==> config.mk <==
export PLATFORM = sky130hd
export DESIGN_NAME = mh_ctl
export DESIGN_NICKNAME = d
export VERILOG_FILES = /design/src/rtl/mh_pkg.sv /design/src/rtl/mh_ecc_lane.sv /design/src/rtl/mh_ctl.sv
export SDC_FILE = /design/constraint.sdc
export NUM_CORES = 2
export LEC_CHECK = 0
export ABC_AREA = 1
export BUFFER_PORTS_ARGS = -buffer_cell sky130_fd_sc_hd__buf_2
export CORE_MARGIN = 2
export CORE_UTILIZATION = 53
export DETAILED_ROUTE_END_ITERATION = 12
export HOLD_SLACK_MARGIN = 0.02
export PLACE_DENSITY = 0.77
export SYNTH_ARGS = -nofsm -noshare
export SYNTH_HDL_FRONTEND = slang
export SYNTH_SLANG_ARGS = --single-unit
==> constraint.sdc <==
create_clock -name clk_sys -period 7.7 [get_ports clk_sys]
set_input_delay 2.31 -clock clk_sys [delete_from_list [all_inputs] [get_ports clk_sys]]
set_output_delay 2.31 -clock clk_sys [all_outputs]
set_load 0.01 [all_outputs]
==> src/rtl/mh_pkg.sv <==
// constants shared by the memory hub control block and its ecc lane
// assumes a 100 MHz system clock and two pairs of registered ecc modules
package mh_pkg;
	localparam int ADDR_W = 36;
	localparam int LANE_W = 72;
	localparam int LANES = 2;
	localparam int DATA_W = 144;
	localparam int CHK_W = 8;
	localparam int SYN_W = 7;
	localparam int IOQ_DEPTH = 12;
	localparam int IOQ_PTR_W = 4;
	localparam int MA_W = 13;
	localparam int BA_W = 2;
	localparam int ROW_W = 2;
	localparam int BEAT_LG = 4;
	localparam int COL_MIN = 9;
	localparam int ROW_MIN = 12;
	localparam int MHZ_FAST = 266;
	localparam int MHZ_SLOW = 200;
	localparam logic [1:0] CLK_SEL_FAST = 2'h1;
	localparam logic [1:0] CLK_SEL_SLOW = 2'h0;
	localparam int SCRUB_NS = 10240;
	localparam int CLK_NS = 10;
	localparam int SCRUB_CYC = SCRUB_NS / CLK_NS;
	localparam int SCRUB_CNT_W = 16;
	typedef enum logic {MH_CAS_20, MH_CAS_25} mh_cas_t;
endpackage

==> src/rtl/mh_ecc_lane.sv <==
// single-error-correct, double-error-detect check of one 72-bit lane
// assumes an extended hamming layout: bit 0 overall parity, check bits
// at the power-of-two positions, data in the other 64 positions
`timescale 1ns/1ps
module mh_ecc_lane (
	input wire logic [mh_pkg::LANE_W-1:0] code_in,
	output logic [mh_pkg::LANE_W-1:0] code_fix,
	output logic err_single,
	output logic err_multi
);
	logic [mh_pkg::SYN_W-1:0] syn;
	logic par;

	// syndrome over positions 1..71 plus whole-word parity
	always_comb begin
		syn = '0;
		for (int p = 1; p < mh_pkg::LANE_W; p++) begin
			if (code_in[p])
				syn = syn ^ mh_pkg::SYN_W'(p);
		end
		par = ^code_in;
	end

	// odd parity with a syndrome below 72 means one flipped bit; even parity
	// with a syndrome, or odd parity past 71, means two or more, which cannot be repaired
	always_comb begin
		code_fix = code_in;
		err_single = 1'b0;
		err_multi = 1'b0;
		if (par) begin
			if (syn < mh_pkg::SYN_W'(mh_pkg::LANE_W)) begin
				code_fix[syn] = ~code_in[syn];
				err_single = 1'b1;
			end else begin
				err_multi = 1'b1;
			end
		end else if (syn != '0) begin
			err_multi = 1'b1;
		end
	end
endmodule

==> src/rtl/mh_ctl.sv <==
// memory hub control: clock choice, pair checks, address decode,
// in-order queue, routing, ecc check and scrubbing
// assumes firmware drives geometry and population ports from the
// module config eeproms before raising cfg_done
//
// Summary of operation
// memory clock 266 at 533 bus, else 200
// 144-bit path, one module per half
// pair lacking two modules stays unmapped
// boot needs one full module pair
// second pair needs first pair populated; code maps the second pair alone
// first pair rows 0,1; second 2,3
// modules in pair identical; pairs differ size
// eight check bits per lane, correct/detect
// background scrub; x4 device correction; code corrects one bit per lane
// two bank lines, thirteen row/col lines
// cas latency 2.0 or 2.5 only
// module 128 MB to 2 GB each; decode also maps 64 MB modules
// eeproms at fixed i2c slot addresses
// firmware programs registers from eeprom data
// 12/13 rows, 4 banks, 9-12 columns
// twelve-deep in-order processor queue; code admits eleven entries
// route each request to memory or outbound
// accept inbound requests from both i/o hubs
// flag and pulse on ecc errors, log row
`timescale 1ns/1ps
module mh_ctl (
	input wire logic clk_sys,
	input wire logic rstn,
	input wire logic proc_bus_533,
	input wire logic [3:0] slot_present,
	input wire logic [1:0] pair_row13,
	input wire logic [3:0] pair_col_sel,
	input wire logic [1:0] pair_dual_side,
	input wire logic cas_latency_setting,
	input wire logic cfg_done,
	input wire logic scrub_en,
	input wire logic host_valid,
	input wire logic host_write,
	input wire logic [mh_pkg::ADDR_W-1:0] host_addr,
	input wire logic out_ready,
	input wire logic [1:0] io_valid,
	input wire logic [mh_pkg::ADDR_W-1:0] io0_addr,
	input wire logic [mh_pkg::ADDR_W-1:0] io1_addr,
	input wire logic [1:0] io_write,
	input wire logic rd_valid,
	input wire logic [mh_pkg::DATA_W-1:0] rd_data,
	input wire logic [mh_pkg::ROW_W-1:0] rd_row,
	input wire logic rd_scrub,
	input wire logic clr_single,
	input wire logic clr_multi,
	output logic [1:0] mem_clk_sel_r,
	output logic [1:0] pair_usable_r,
	output logic [3:0] row_enable_r,
	output logic [mh_pkg::ADDR_W:0] mem_top_r,
	output logic cas_sel_r,
	output logic host_ready_r,
	output logic cmd_valid_r,
	output logic cmd_write_r,
	output logic cmd_scrub_r,
	output logic [mh_pkg::BA_W-1:0] cmd_bank_r,
	output logic [mh_pkg::MA_W-1:0] cmd_row_r,
	output logic [mh_pkg::MA_W-1:0] cmd_col_r,
	output logic [mh_pkg::ROW_W-1:0] cmd_rank_r,
	output logic out_valid_r,
	output logic out_write_r,
	output logic [mh_pkg::ADDR_W-1:0] out_addr_r,
	output logic [1:0] io_ack_r,
	output logic rdq_valid_r,
	output logic [mh_pkg::DATA_W-1:0] rdq_data_r,
	output logic wb_valid_r,
	output logic [mh_pkg::DATA_W-1:0] wb_data_r,
	output logic [mh_pkg::ROW_W-1:0] wb_rank_r,
	output logic err_single_r,
	output logic err_multi_r,
	output logic err_single_evt_r,
	output logic err_multi_evt_r,
	output logic [mh_pkg::ROW_W-1:0] err_row_r
);
	localparam int AW = mh_pkg::ADDR_W;
	localparam int PW = mh_pkg::IOQ_PTR_W;

	logic [AW-1:0] q_addr [mh_pkg::IOQ_DEPTH];
	logic q_wr [mh_pkg::IOQ_DEPTH];
	logic [PW-1:0] q_head_r, q_tail_r, q_cnt_r;
	logic [5:0] lg [2];
	logic [AW:0] top1;
	logic [1:0] usable;
	logic [AW-1:0] head_addr, io_addr_sel, scrub_addr_r, dec_addr;
	logic head_mem, pop, io_pick_r, io_take, scrub_take, push;
	logic [1:0] io_req;
	logic [1:0] dec_rank, dec_bank;
	logic [12:0] dec_row, dec_col;
	logic [mh_pkg::SCRUB_CNT_W-1:0] scrub_cnt_r;
	logic scrub_tick_r;
	logic [mh_pkg::LANES-1:0] l_single, l_multi;
	logic [mh_pkg::DATA_W-1:0] fixed;

	// a pair counts only with both slots filled
	always_comb begin
		usable[0] = &slot_present[1:0];
		usable[1] = &slot_present[3:2];
	end

	// pair capacity in log2 bytes: rows+banks+cols+side+16-byte beat
	for (genvar g = 0; g < 2; g++) begin : g_lg
		assign lg[g] = 6'(mh_pkg::ROW_MIN) + {5'h00, pair_row13[g]}
			+ 6'(mh_pkg::COL_MIN) + {4'h0, pair_col_sel[2*g +: 2]}
			+ 6'(mh_pkg::BA_W) + {5'h00, pair_dual_side[g]}
			+ 6'(mh_pkg::BEAT_LG);
	end
	assign top1 = usable[0] ? ((AW+1)'(1) << lg[0]) : '0;

	// geometry registers follow the ports while configuration is open and
	// hold after cfg_done; the decode reads the geometry ports directly
	always_ff @(posedge clk_sys or negedge rstn) begin
		if (!rstn) begin
			pair_usable_r <= 2'h0;
			row_enable_r <= 4'h0;
			mem_top_r <= '0;
			cas_sel_r <= 1'b0;
			mem_clk_sel_r <= mh_pkg::CLK_SEL_SLOW;
		end else if (!cfg_done) begin
			pair_usable_r <= usable;
			row_enable_r <= {usable[1] & pair_dual_side[1], usable[1],
				usable[0] & pair_dual_side[0], usable[0]};
			mem_top_r <= top1 + (usable[1] ?
				((AW+1)'(1) << lg[1]) : '0);
			cas_sel_r <= cas_latency_setting;
			mem_clk_sel_r <= proc_bus_533 ? mh_pkg::CLK_SEL_FAST
				: mh_pkg::CLK_SEL_SLOW;
		end
	end

	// in-order queue of processor requests, twelve deep
	assign push = host_valid && host_ready_r && cfg_done;
	assign head_addr = q_addr[q_head_r];
	assign head_mem = {1'b0, head_addr} < mem_top_r;
	assign pop = (q_cnt_r != '0) && (head_mem || !out_valid_r || out_ready);
	always_ff @(posedge clk_sys) begin
		if (push) begin
			q_addr[q_tail_r] <= host_addr;
			q_wr[q_tail_r] <= host_write;
		end
	end
	always_ff @(posedge clk_sys or negedge rstn) begin
		if (!rstn) begin
			q_head_r <= '0;
			q_tail_r <= '0;
			q_cnt_r <= '0;
			host_ready_r <= 1'b0;
		end else begin
			if (push)
				q_tail_r <= (q_tail_r == PW'(mh_pkg::IOQ_DEPTH-1)) ? '0
					: q_tail_r + 1'b1;
			if (pop)
				q_head_r <= (q_head_r == PW'(mh_pkg::IOQ_DEPTH-1)) ? '0
					: q_head_r + 1'b1;
			q_cnt_r <= q_cnt_r + PW'(push) - PW'(pop);
			// ready drops one entry early since it is registered
			host_ready_r <= cfg_done && ((q_cnt_r + PW'(push) - PW'(pop))
				< PW'(mh_pkg::IOQ_DEPTH - 1));
		end
	end

	// outbound path toward the i/o buses holds until accepted
	always_ff @(posedge clk_sys or negedge rstn) begin
		if (!rstn) begin
			out_valid_r <= 1'b0;
			out_write_r <= 1'b0;
			out_addr_r <= '0;
		end else if (pop && !head_mem) begin
			out_valid_r <= 1'b1;
			out_write_r <= q_wr[q_head_r];
			out_addr_r <= head_addr;
		end else if (out_ready) begin
			out_valid_r <= 1'b0;
		end
	end

	// memory slot: host head first, then i/o hubs in turn, then scrub
	// a hub whose ack is out is still holding its old request, so it
	// is masked for that cycle to avoid taking the request twice
	assign io_req = io_valid & ~io_ack_r;
	assign io_take = !(pop && head_mem) && (io_req != 2'h0);
	assign scrub_take = !(pop && head_mem) && !io_take && scrub_tick_r
		&& scrub_en && (mem_top_r != '0);
	always_comb begin
		if (io_req[io_pick_r])
			io_addr_sel = io_pick_r ? io1_addr : io0_addr;
		else
			io_addr_sel = io_pick_r ? io0_addr : io1_addr;
		if (pop && head_mem)
			dec_addr = head_addr;
		else if (io_take)
			dec_addr = io_addr_sel;
		else
			dec_addr = scrub_addr_r;
	end

	// split a flat address into pair, side, bank, row and column
	function automatic void split(input logic [AW-1:0] a,
		output logic [1:0] rank, output logic [1:0] bank,
		output logic [12:0] row, output logic [12:0] col);
		logic [AW-1:0] o;
		logic p;
		int c, r;
		p = {1'b0, a} >= top1;
		o = p ? AW'({1'b0, a} - top1) : a;
		c = mh_pkg::COL_MIN + int'(pair_col_sel[2*p +: 2]);
		r = mh_pkg::ROW_MIN + int'(pair_row13[p]);
		o = o >> mh_pkg::BEAT_LG;
		col = 13'(o & ((AW'(1) << c) - 1'b1));
		o = o >> c;
		bank = o[1:0];
		o = o >> mh_pkg::BA_W;
		row = 13'(o & ((AW'(1) << r) - 1'b1));
		o = o >> r;
		rank = {p, o[0] & pair_dual_side[p]};
	endfunction

	// decode of the selected slot address, registered below
	always_comb begin
		split(dec_addr, dec_rank, dec_bank, dec_row, dec_col);
	end

	always_ff @(posedge clk_sys or negedge rstn) begin
		if (!rstn) begin
			cmd_valid_r <= 1'b0;
			cmd_write_r <= 1'b0;
			cmd_scrub_r <= 1'b0;
			cmd_bank_r <= '0;
			cmd_row_r <= '0;
			cmd_col_r <= '0;
			cmd_rank_r <= '0;
			io_ack_r <= 2'h0;
			io_pick_r <= 1'b0;
		end else begin
			io_ack_r <= 2'h0;
			cmd_valid_r <= 1'b0;
			if ((pop && head_mem) || io_take || scrub_take) begin
				cmd_rank_r <= dec_rank;
				cmd_bank_r <= dec_bank;
				cmd_row_r <= dec_row;
				cmd_col_r <= dec_col;
				// i/o requests above the map are acked but dropped
				cmd_valid_r <= !io_take || ({1'b0, dec_addr} < mem_top_r);
				cmd_write_r <= (pop && head_mem) ? q_wr[q_head_r]
					: io_take ? io_write[io_req[io_pick_r] ? io_pick_r
					: !io_pick_r] : 1'b0;
				cmd_scrub_r <= scrub_take;
			end
			if (io_take) begin
				if (io_req[io_pick_r])
					io_ack_r[io_pick_r] <= 1'b1;
				else
					io_ack_r[!io_pick_r] <= 1'b1;
				io_pick_r <= !io_pick_r;
			end
		end
	end

	// scrub pacing: one read slot per interval, walking the whole map
	always_ff @(posedge clk_sys or negedge rstn) begin
		if (!rstn) begin
			scrub_cnt_r <= '0;
			scrub_tick_r <= 1'b0;
			scrub_addr_r <= '0;
		end else begin
			if (scrub_cnt_r == mh_pkg::SCRUB_CNT_W'(mh_pkg::SCRUB_CYC-1)) begin
				scrub_cnt_r <= '0;
				scrub_tick_r <= 1'b1;
			end else begin
				scrub_cnt_r <= scrub_cnt_r + 1'b1;
			end
			if (scrub_take) begin
				scrub_tick_r <= 1'b0;
				scrub_addr_r <= ({1'b0, scrub_addr_r} + (AW+1)'(16)
					>= mem_top_r) ? '0 : scrub_addr_r + AW'(16);
			end
		end
	end

	// one check per module lane of the 144-bit word
	for (genvar g = 0; g < mh_pkg::LANES; g++) begin : g_lane
		mh_ecc_lane u_lane (
			.code_in(rd_data[g*mh_pkg::LANE_W +: mh_pkg::LANE_W]),
			.code_fix(fixed[g*mh_pkg::LANE_W +: mh_pkg::LANE_W]),
			.err_single(l_single[g]),
			.err_multi(l_multi[g])
		);
	end

	// read return; a repaired scrub read is written back corrected
	always_ff @(posedge clk_sys or negedge rstn) begin
		if (!rstn) begin
			rdq_valid_r <= 1'b0;
			rdq_data_r <= '0;
			wb_valid_r <= 1'b0;
			wb_data_r <= '0;
			wb_rank_r <= '0;
		end else begin
			rdq_valid_r <= rd_valid && !rd_scrub;
			if (rd_valid)
				rdq_data_r <= fixed;
			wb_valid_r <= rd_valid && rd_scrub && (l_single != '0)
				&& (l_multi == '0);
			if (rd_valid && rd_scrub) begin
				wb_data_r <= fixed;
				wb_rank_r <= rd_row;
			end
		end
	end

	// sticky error flags: a new error in the clear cycle wins
	always_ff @(posedge clk_sys or negedge rstn) begin
		if (!rstn) begin
			err_single_r <= 1'b0;
			err_multi_r <= 1'b0;
			err_single_evt_r <= 1'b0;
			err_multi_evt_r <= 1'b0;
			err_row_r <= '0;
		end else begin
			err_single_evt_r <= rd_valid && (l_single != '0)
				&& (l_multi == '0);
			err_multi_evt_r <= rd_valid && (l_multi != '0);
			if (rd_valid && (l_multi != '0))
				err_multi_r <= 1'b1;
			else if (clr_multi)
				err_multi_r <= 1'b0;
			if (rd_valid && (l_single != '0) && (l_multi == '0))
				err_single_r <= 1'b1;
			else if (clr_single)
				err_single_r <= 1'b0;
			if (rd_valid && (l_single != '0 || l_multi != '0))
				err_row_r <= rd_row;
		end
	end
endmodule

# --- Yosys cells after proc, flatten, opt, wreduce, memory -nomap -nowiden ---
# Memory sizes are Yosys's and may differ from the RTL's.
# Index checks and enable logic that the tools add are counted.
op_classes:
  addsub: 25
  order_cmp: 17
  n_eq_ne: 3
  shift: 7
  muxes: 207
  bitwise_logic: 149
  reduce_logical: 51
op_table:
  columns: ["cell", "n"]
  rows:
  - ["2-to-1 mux 6 bit", 64]
  - ["2-to-1 mux 72 bit", 4]
  - ["2-to-1 mux 36 bit", 7]
  - ["2-to-1 mux 5 bit", 32]
  - ["bitwise mux 72 bit", 2]
  - ["XOR reduction 72 bit", 2]
  - ["NOT 3 bit", 46]
  - ["NOT 4 bit", 32]
  - ["2-to-1 mux 7 bit", 16]
  - ["less-than comparator 36 x 37 -> 1 bit", 2]
  - ["2-to-1 mux 37 bit", 2]
  - ["NOT 2 bit", 37]
  - ["<< shifter 1 x 6 -> 37 bit (first input constant)", 2]
  - ["2-to-1 mux 4 bit", 18]
  - ["NOT 5 bit", 12]
  - ["2-to-1 mux 1 bit", 41]
  - ["adder 36 x 5 -> 37 bit (second input constant)", 1]
  - ["adder 37 bit", 1]
  - [">= comparator 36 x 37 -> 1 bit", 1]
  - [">= comparator 37 bit", 1]
  - ["nonzero test 37 bit", 1]
  - ["adder 36 x 5 -> 36 bit (second input constant)", 1]
  - ["right shift 32 x 5 -> 36 bit", 1]
  - ["subtractor 36 bit", 1]
  - ["other kinds (43)", 132]
totals:
  register_bits: 484
  mem_bits_rw: 444
  inputBits: 283
  word_cells: 495
  n_memories: 2
memory_table:
  columns: ["memory", "words", "width", "read_ports", "rd_ports_with_merged_regs", "write_ports", "line_no", "source"]
  rows:
  - ["q_addr", 12, 36, 1, 0, 1, "mh_ctl.sv:83", "logic [AW-1:0] q_addr [mh_pkg::IOQ_DEPTH];"]
  - ["q_wr", 12, 1, 1, 0, 1, "mh_ctl.sv:84", "logic q_wr [mh_pkg::IOQ_DEPTH];"]

# --- Logic depth before layout (Yosys ltp) ---
logic_depth:
  ltp_word: 142
  ltp_mapped: 46
  mapped_depth_nobuf: 41

# --- Hierarchy ---
# Synthesis repeated with hierarchy kept, for this count alone.
unflattened:
  cells_unflattened: 6616
  area_unflattened_um2: 53637.7
modules_own_cells:
  columns: ["mod", "instances", "cells_each", "area_per_inst_um2"]
  rows:
  - ["mh_ctl", 1, 4776, 44830.5]
  - ["mh_ecc_lane (g_lane[0].u_lane)", 1, 914, 4413.0]
  - ["mh_ecc_lane (g_lane[1].u_lane)", 1, 926, 4394.2]

# --- Least setup slack after synthesis ---
# No wires, ideal clock.
synth_path:
  kind: "register to register"
  from: "register q_head_r[0]"
  to: "register cmd_col_r[12] in the netlist's numbering"
  t_arrival_ns: 7.119
  required_time_ns: 7.634
  path_slack_ns: 0.515
  stages_incl_launch_ff: 43
  path_buffers: 7
  period_less_slack_ns: 7.185
  cell_sequence: "dfrtp_1 > buf_2 > clkbuf_1 > clkbuf_1 > buf_1 > clkbuf_1 > clkbuf_1 > o21ai_0 > o22ai_1 > a211oi_1 > a31oi_1 > ha_1 > a21oi_1 > o21ai_0 > a21oi_1 > o21ai_0 > a21o_1 > a21oi_1 > [7 not listed] > ha_1 > nand2_1 > nand2_1 > a31oi_1 > nor2_1 > nor2_1 > nor2_1 > a211oi_1 > and3_1 > nand2_1 > o21ai_2 > clkinv_1 > nor2_1 > inv_1 > ha_1 > a21oi_1 > nand2_1 > nand2_1"
synth_between:
  elab_chain_cells: 16
  word_cells_on_any_way: 25
synth_lines:
  columns: ["item", "line_no", "source"]
  rows:
  - ["start: declaration", "mh_ctl.sv:85", "logic [PW-1:0] q_head_r, q_tail_r, q_cnt_r;"]
  - ["start signal: assignment", "mh_ctl.sv:157", "q_head_r <= (q_head_r == PW'(mh_pkg::IOQ_DEPTH-1)) ? '0"]
  - ["memory read (12 x 36 bit) (*)", null, null]
  - ["named net head_addr[32]", "mh_ctl.sv:89", "logic [AW-1:0] head_addr, io_addr_sel, scrub_addr_r, dec_addr;"]
  - ["less-than comparator 36 x 37 -> 1 bit", "mh_ctl.sv:138", "assign head_mem = {1'b0, head_addr} < mem_top_r;"]
  - ["logical OR 1 bit (2 in a row)", "mh_ctl.sv:139", "assign pop = (q_cnt_r != '0) && (head_mem || !out_valid_r || out_ready);"]
  - ["logical AND 1 bit", "mh_ctl.sv:139", null]
  - ["logical AND 1 bit", null, null]
  - ["zero test 1 bit", "mh_ctl.sv:185, mh_ctl.sv:186", null]
  - ["logical AND 1 bit", "mh_ctl.sv:185", "assign io_take = !(pop && head_mem) && (io_req != 2'h0);"]
  - ["2-to-1 mux 36 bit", "mh_ctl.sv:195", "else if (io_take)"]
  - ["2-to-1 mux 36 bit", "mh_ctl.sv:193", "if (pop && head_mem)"]
  - [">= comparator 36 x 37 -> 1 bit", "mh_ctl.sv:208", "p = {1'b0, a} >= top1;"]
  - ["indexed part select 4 x 3 -> 2 bit", "mh_ctl.sv:210", "c = mh_pkg::COL_MIN + int'(pair_col_sel[2*p +: 2]);"]
  - ["adder 4 x 2 -> 5 bit", "mh_ctl.sv:210", null]
  - ["<< shifter 1 x 5 -> 13 bit", "mh_ctl.sv:213", "col = 13'(o & ((AW'(1) << c) - 1'b1));"]
  - ["subtractor 13 x 1 -> 13 bit", "mh_ctl.sv:213", null]
  - ["AND 13 bit", "mh_ctl.sv:213", null]
  - ["end signal: assignment", "mh_ctl.sv:245", "cmd_col_r <= dec_col;"]
  - ["end: declaration", "mh_ctl.sv:63", "output logic [mh_pkg::MA_W-1:0] cmd_col_r,"]
# Mark *: on every way through the listed nets, which the timed path passes. The rest lies on a longest branch.
# A chain may end at the register's enable or synchronous reset.

# --- Worst setup path in the final report ---
layout_path:
  from: "register q_head_r[0]"
  to: "register cmd_row_r[4] in the netlist's numbering"
layout_between:
  elab_chain_cells: 17
  word_cells_on_any_way: 29
layout_lines:
  columns: ["item", "line_no", "source"]
  rows:
  - ["memory read (12 x 36 bit) (*)", null, null]
  - ["named net head_addr[10]", "mh_ctl.sv:89", null]
  - ["less-than comparator 36 x 37 -> 1 bit", "mh_ctl.sv:138", null]
  - ["logical OR 1 bit (2 in a row)", "mh_ctl.sv:139", null]
  - ["logical AND 1 bit", "mh_ctl.sv:139", null]
  - ["logical AND 1 bit", null, null]
  - ["zero test 1 bit", "mh_ctl.sv:185, mh_ctl.sv:186", null]
  - ["logical AND 1 bit", "mh_ctl.sv:185", null]
  - ["2-to-1 mux 36 bit", "mh_ctl.sv:195", null]
  - ["2-to-1 mux 36 bit", "mh_ctl.sv:193", null]
  - [">= comparator 36 x 37 -> 1 bit", "mh_ctl.sv:208", null]
  - ["2-to-1 mux 1 bit (implied by the code) (2 in a row)", "mh_ctl.sv:211", "r = mh_pkg::ROW_MIN + int'(pair_row13[p]);"]
  - ["adder 4 x 1 -> 5 bit", "mh_ctl.sv:211", null]
  - ["<< shifter 1 x 5 -> 13 bit", "mh_ctl.sv:217", "row = 13'(o & ((AW'(1) << r) - 1'b1));"]
  - ["subtractor 13 x 1 -> 13 bit", "mh_ctl.sv:217", null]
  - ["AND 13 bit", "mh_ctl.sv:217", null]
  - ["end signal: assignment", "mh_ctl.sv:244", "cmd_row_r <= dec_row;"]
  - ["end: declaration", "mh_ctl.sv:62", "output logic [mh_pkg::MA_W-1:0] cmd_row_r,"]
# Mark *: on every way through the listed nets, which the timed path passes. The rest lies on a longest branch. The select of a mux whose other input is x is not followed.

==> results.toml <==
[outcome]
status = "complete, no violations"

[pwr]
power.leakage_uw = 0.0282
ir_drop_mv = 0.319
power_density_nw_per_um2 = 447

[setup_path]
start_kind = "flop"
arrival_ns = 7.89
endpoint_kind = "flop"
rrSetupSlack_ns = 0.43
crit_required_ns = 8.32
worstReg2RegEnd = "cmd_row_r[4]"
cp_max_fo = 71
critPathMaxStageDelay_ns = 0.55
rr_startpoint = "q_head_r[0]"
cp_slowest_cell = "dfrtp_4"
worst-r2r-cell-count = 37
criticalPathCategory = "reg -> reg"

[global_routing]
grt_pass1_wl_um = 289000
antenna_found_initial = 52
grt_pass1_vias = 47300
overflow = 0
grt_start_max_net_pins = 174
grt_util_all_layers = 0.372

[floorplan]
ioPinCount = 701
num_rows = 115
die_height_um = 320
initial_core_util = 0.535
die_w_um = 320
fp.coreArea_um2 = 98600
die_area_um2 = 102000

[logic_synthesis]
ys.flop_type = "dfrtp_1"
netlist_area_um2 = 52800
synth_cell_type_count = 60
synth_top_cell_by_area = "edfxtp_1"
synth_top_cells_by_count = "nand2_1, nor2_1, o21ai_0, inv_1, dfrtp_1"
synth.most_common_cell = "nand2_1"
synthTopCellsByArea = "edfxtp_1, dfrtp_1, nand2_1"
syn_inst = 6475
yosysWarningCount = 0
async_reset_ff_frac = 0.518
ys_seq_elements = 921
synth_edf_count = 444
avgSynthCellArea_um2 = 8.15
yosysSeqAreaShare = 0.479
synth_top_area_frac = 0.253

[detailed_routing]
drc = 0
drt_iter0_drc = 6380
vias = 51100
vias_per_cell = 5.95
ant_nets = 0
drt-wirelength-per-cell_um = 22.8
drt_pass1_iterations = 6
wl_um = 196000

[clock_network]
cts_hold_buf = 0
htree_levels = 3
max-clock-path-buffers = 3
cts_sinks = 921
cts_inserted_buffers = 96
cts_tree = "done"
clock_latency_ns = 0.72
cts-root-buf = "clkbuf_16"
clk_pin_slew_ns = 0.06

[timing]
fin_crit_ns = 7.27
finalClockSkew_ns = 0.0443
finalSetupTns_ns = 0
worst_pin_slew_ns = 1.11
fmax_mhz = 138
post-route-period-util = 0.944
setup_violations = 0
slew_viol_final = 0
relSlewSlack = 0.259
hold_ws_ns = 0.466
rsz0062_at_grt = "no"
finalHoldViolCount = 0

[place]
portBuffers = 699
gp_congestion = 1.06
dp_hpwl_um = 142000
postPlaceCellArea_um2 = 58300

[flow_run]
drv_cap = 0

[worst_hold_path]
holdPathEnd = "scrub_cnt_r[0]"
hold_path.startpoint = "scrub_cnt_r[0]"
hold_path_depth = 1
holdCritPathClass = "reg -> reg"

[finish]
drive_above_1_share = 0.165
postLayoutCellArea_um2 = 61800
area_delta_synth_final_pct = 17.2
n_fill_cell = 8469
finalNetCount = 7666
-- how the worst max path moves through the flow --
stage	cells after the start	from	slack [ns]	endpoint
2_1_floorplan	42	q_head_r[0]	0.52	cmd_col_r[12]
3_3_place_gp	35	q_head_r[0]	0.04	cmd_bank_r[1]
3_5_place_dp	35	q_head_r[0]	0.01	cmd_bank_r[1]
4_1_cts	39	q_head_r[0]	0.0005	cmd_col_r[12]
5_1_grt	42	q_head_r[0]	0.03	cmd_col_r[12]
6_report	37	q_head_r[0]	0.43	cmd_row_r[4]
-- report_power, final --
group	total [µW]	switching [µW]	internal, µW
clock	4800	2080	2720
sequential	6190	424	5770
combinational	16600	11200	5430
-- layout make-up --
cell class | count | area [µm²] | share of cell area
multi-input combinational | 4781 | 24600 | 0.398
clock inverter | 37 | 492 | 0.00795
clock buffer | 140 | 2760 | 0.0447
tap | 1287 | 1610 | 0.0260
sequential | 921 | 25300 | 0.409
antenna | 45 | 113 | 0.00182
inverter | 519 | 1990 | 0.0322
timing repair buffer | 862 | 4990 | 0.0807
-- registers in the layout, summed over array words and instances, names as in the netlist, 13 cells and up --
signal        count
out_addr_r       36
rdq_data_r      144
wb_data_r       144
scrub_cnt_r      16
cmd_row_r        13
scrub_addr_r     32
mem_top_r        37
q_addr          432
cmd_col_r        13
-- worst max-delay path: cells and delay by family (launching register included) --
family | cells | cell delay [ns]
and+or+nand+nor | 14 | 1.88
xor gates and xnor gates | 1 | 0.21
DFF | 1 | 0.55
adders and majority gates | 2 | 0.74
buffers and inverters | 7 | 1.23
AOI/OAI and AO/OA | 13 | 2.49
-- routing by layer --
layer	wire length [µm]	up-vias	GRT usage
li1	-	23300	-
met1	75600	24400	0.490
met3	20500	585	0.0817
met2	88600	2889	0.583
met4	10700	18	0.185
met5	119	-	0
-- metrics by stage --
step	std cells	util	total power (µW)	setup slack [ns]
after floorplan	6524	-	16400	0.515
after global placement	8365	0.592	21900	0.0410
after detailed placement	8365	0.592	22200	0.0145
after CTS	8545	0.625	27100	0.000499
after global routing	8580	0.627	29400	0.0322
final	8592	0.627	27600	0.429
-- what timing repair did --
| item | 4_1_cts | 5_1_grt |
|---|---|---|
| gates resized for setup | 2 | 22 |
| setup endpoints to repair | 6 | 30 |
| buffers inserted | 3 | 1 |
| cloned | 0 | 1 |
-- logic make-up after synthesis --
logic type                 after synthesis  synth area share
and+or+nand+nor                       3138             0.253
buffers and inverters                  822            0.0613
AOI/OAI and AO/OA                     1172             0.121
DFF                                    921             0.479
adders and majority gates              202            0.0485
xor gates and xnor gates               218            0.0372
other                                    2          0.000142
-- layout by cell type, fill, tap and decap left out, types with 188 or more instances in the layout --
cell         n
nand4_1    188
inv_1      487
buf_2      697
o21ai_0    576
nand3_1    454
nand2_1   1492
ha_1       197
edfxtp_1   444
nor2_1     790
a21oi_1    321
dfrtp_1    473
(Power assumes the default switching activity.)
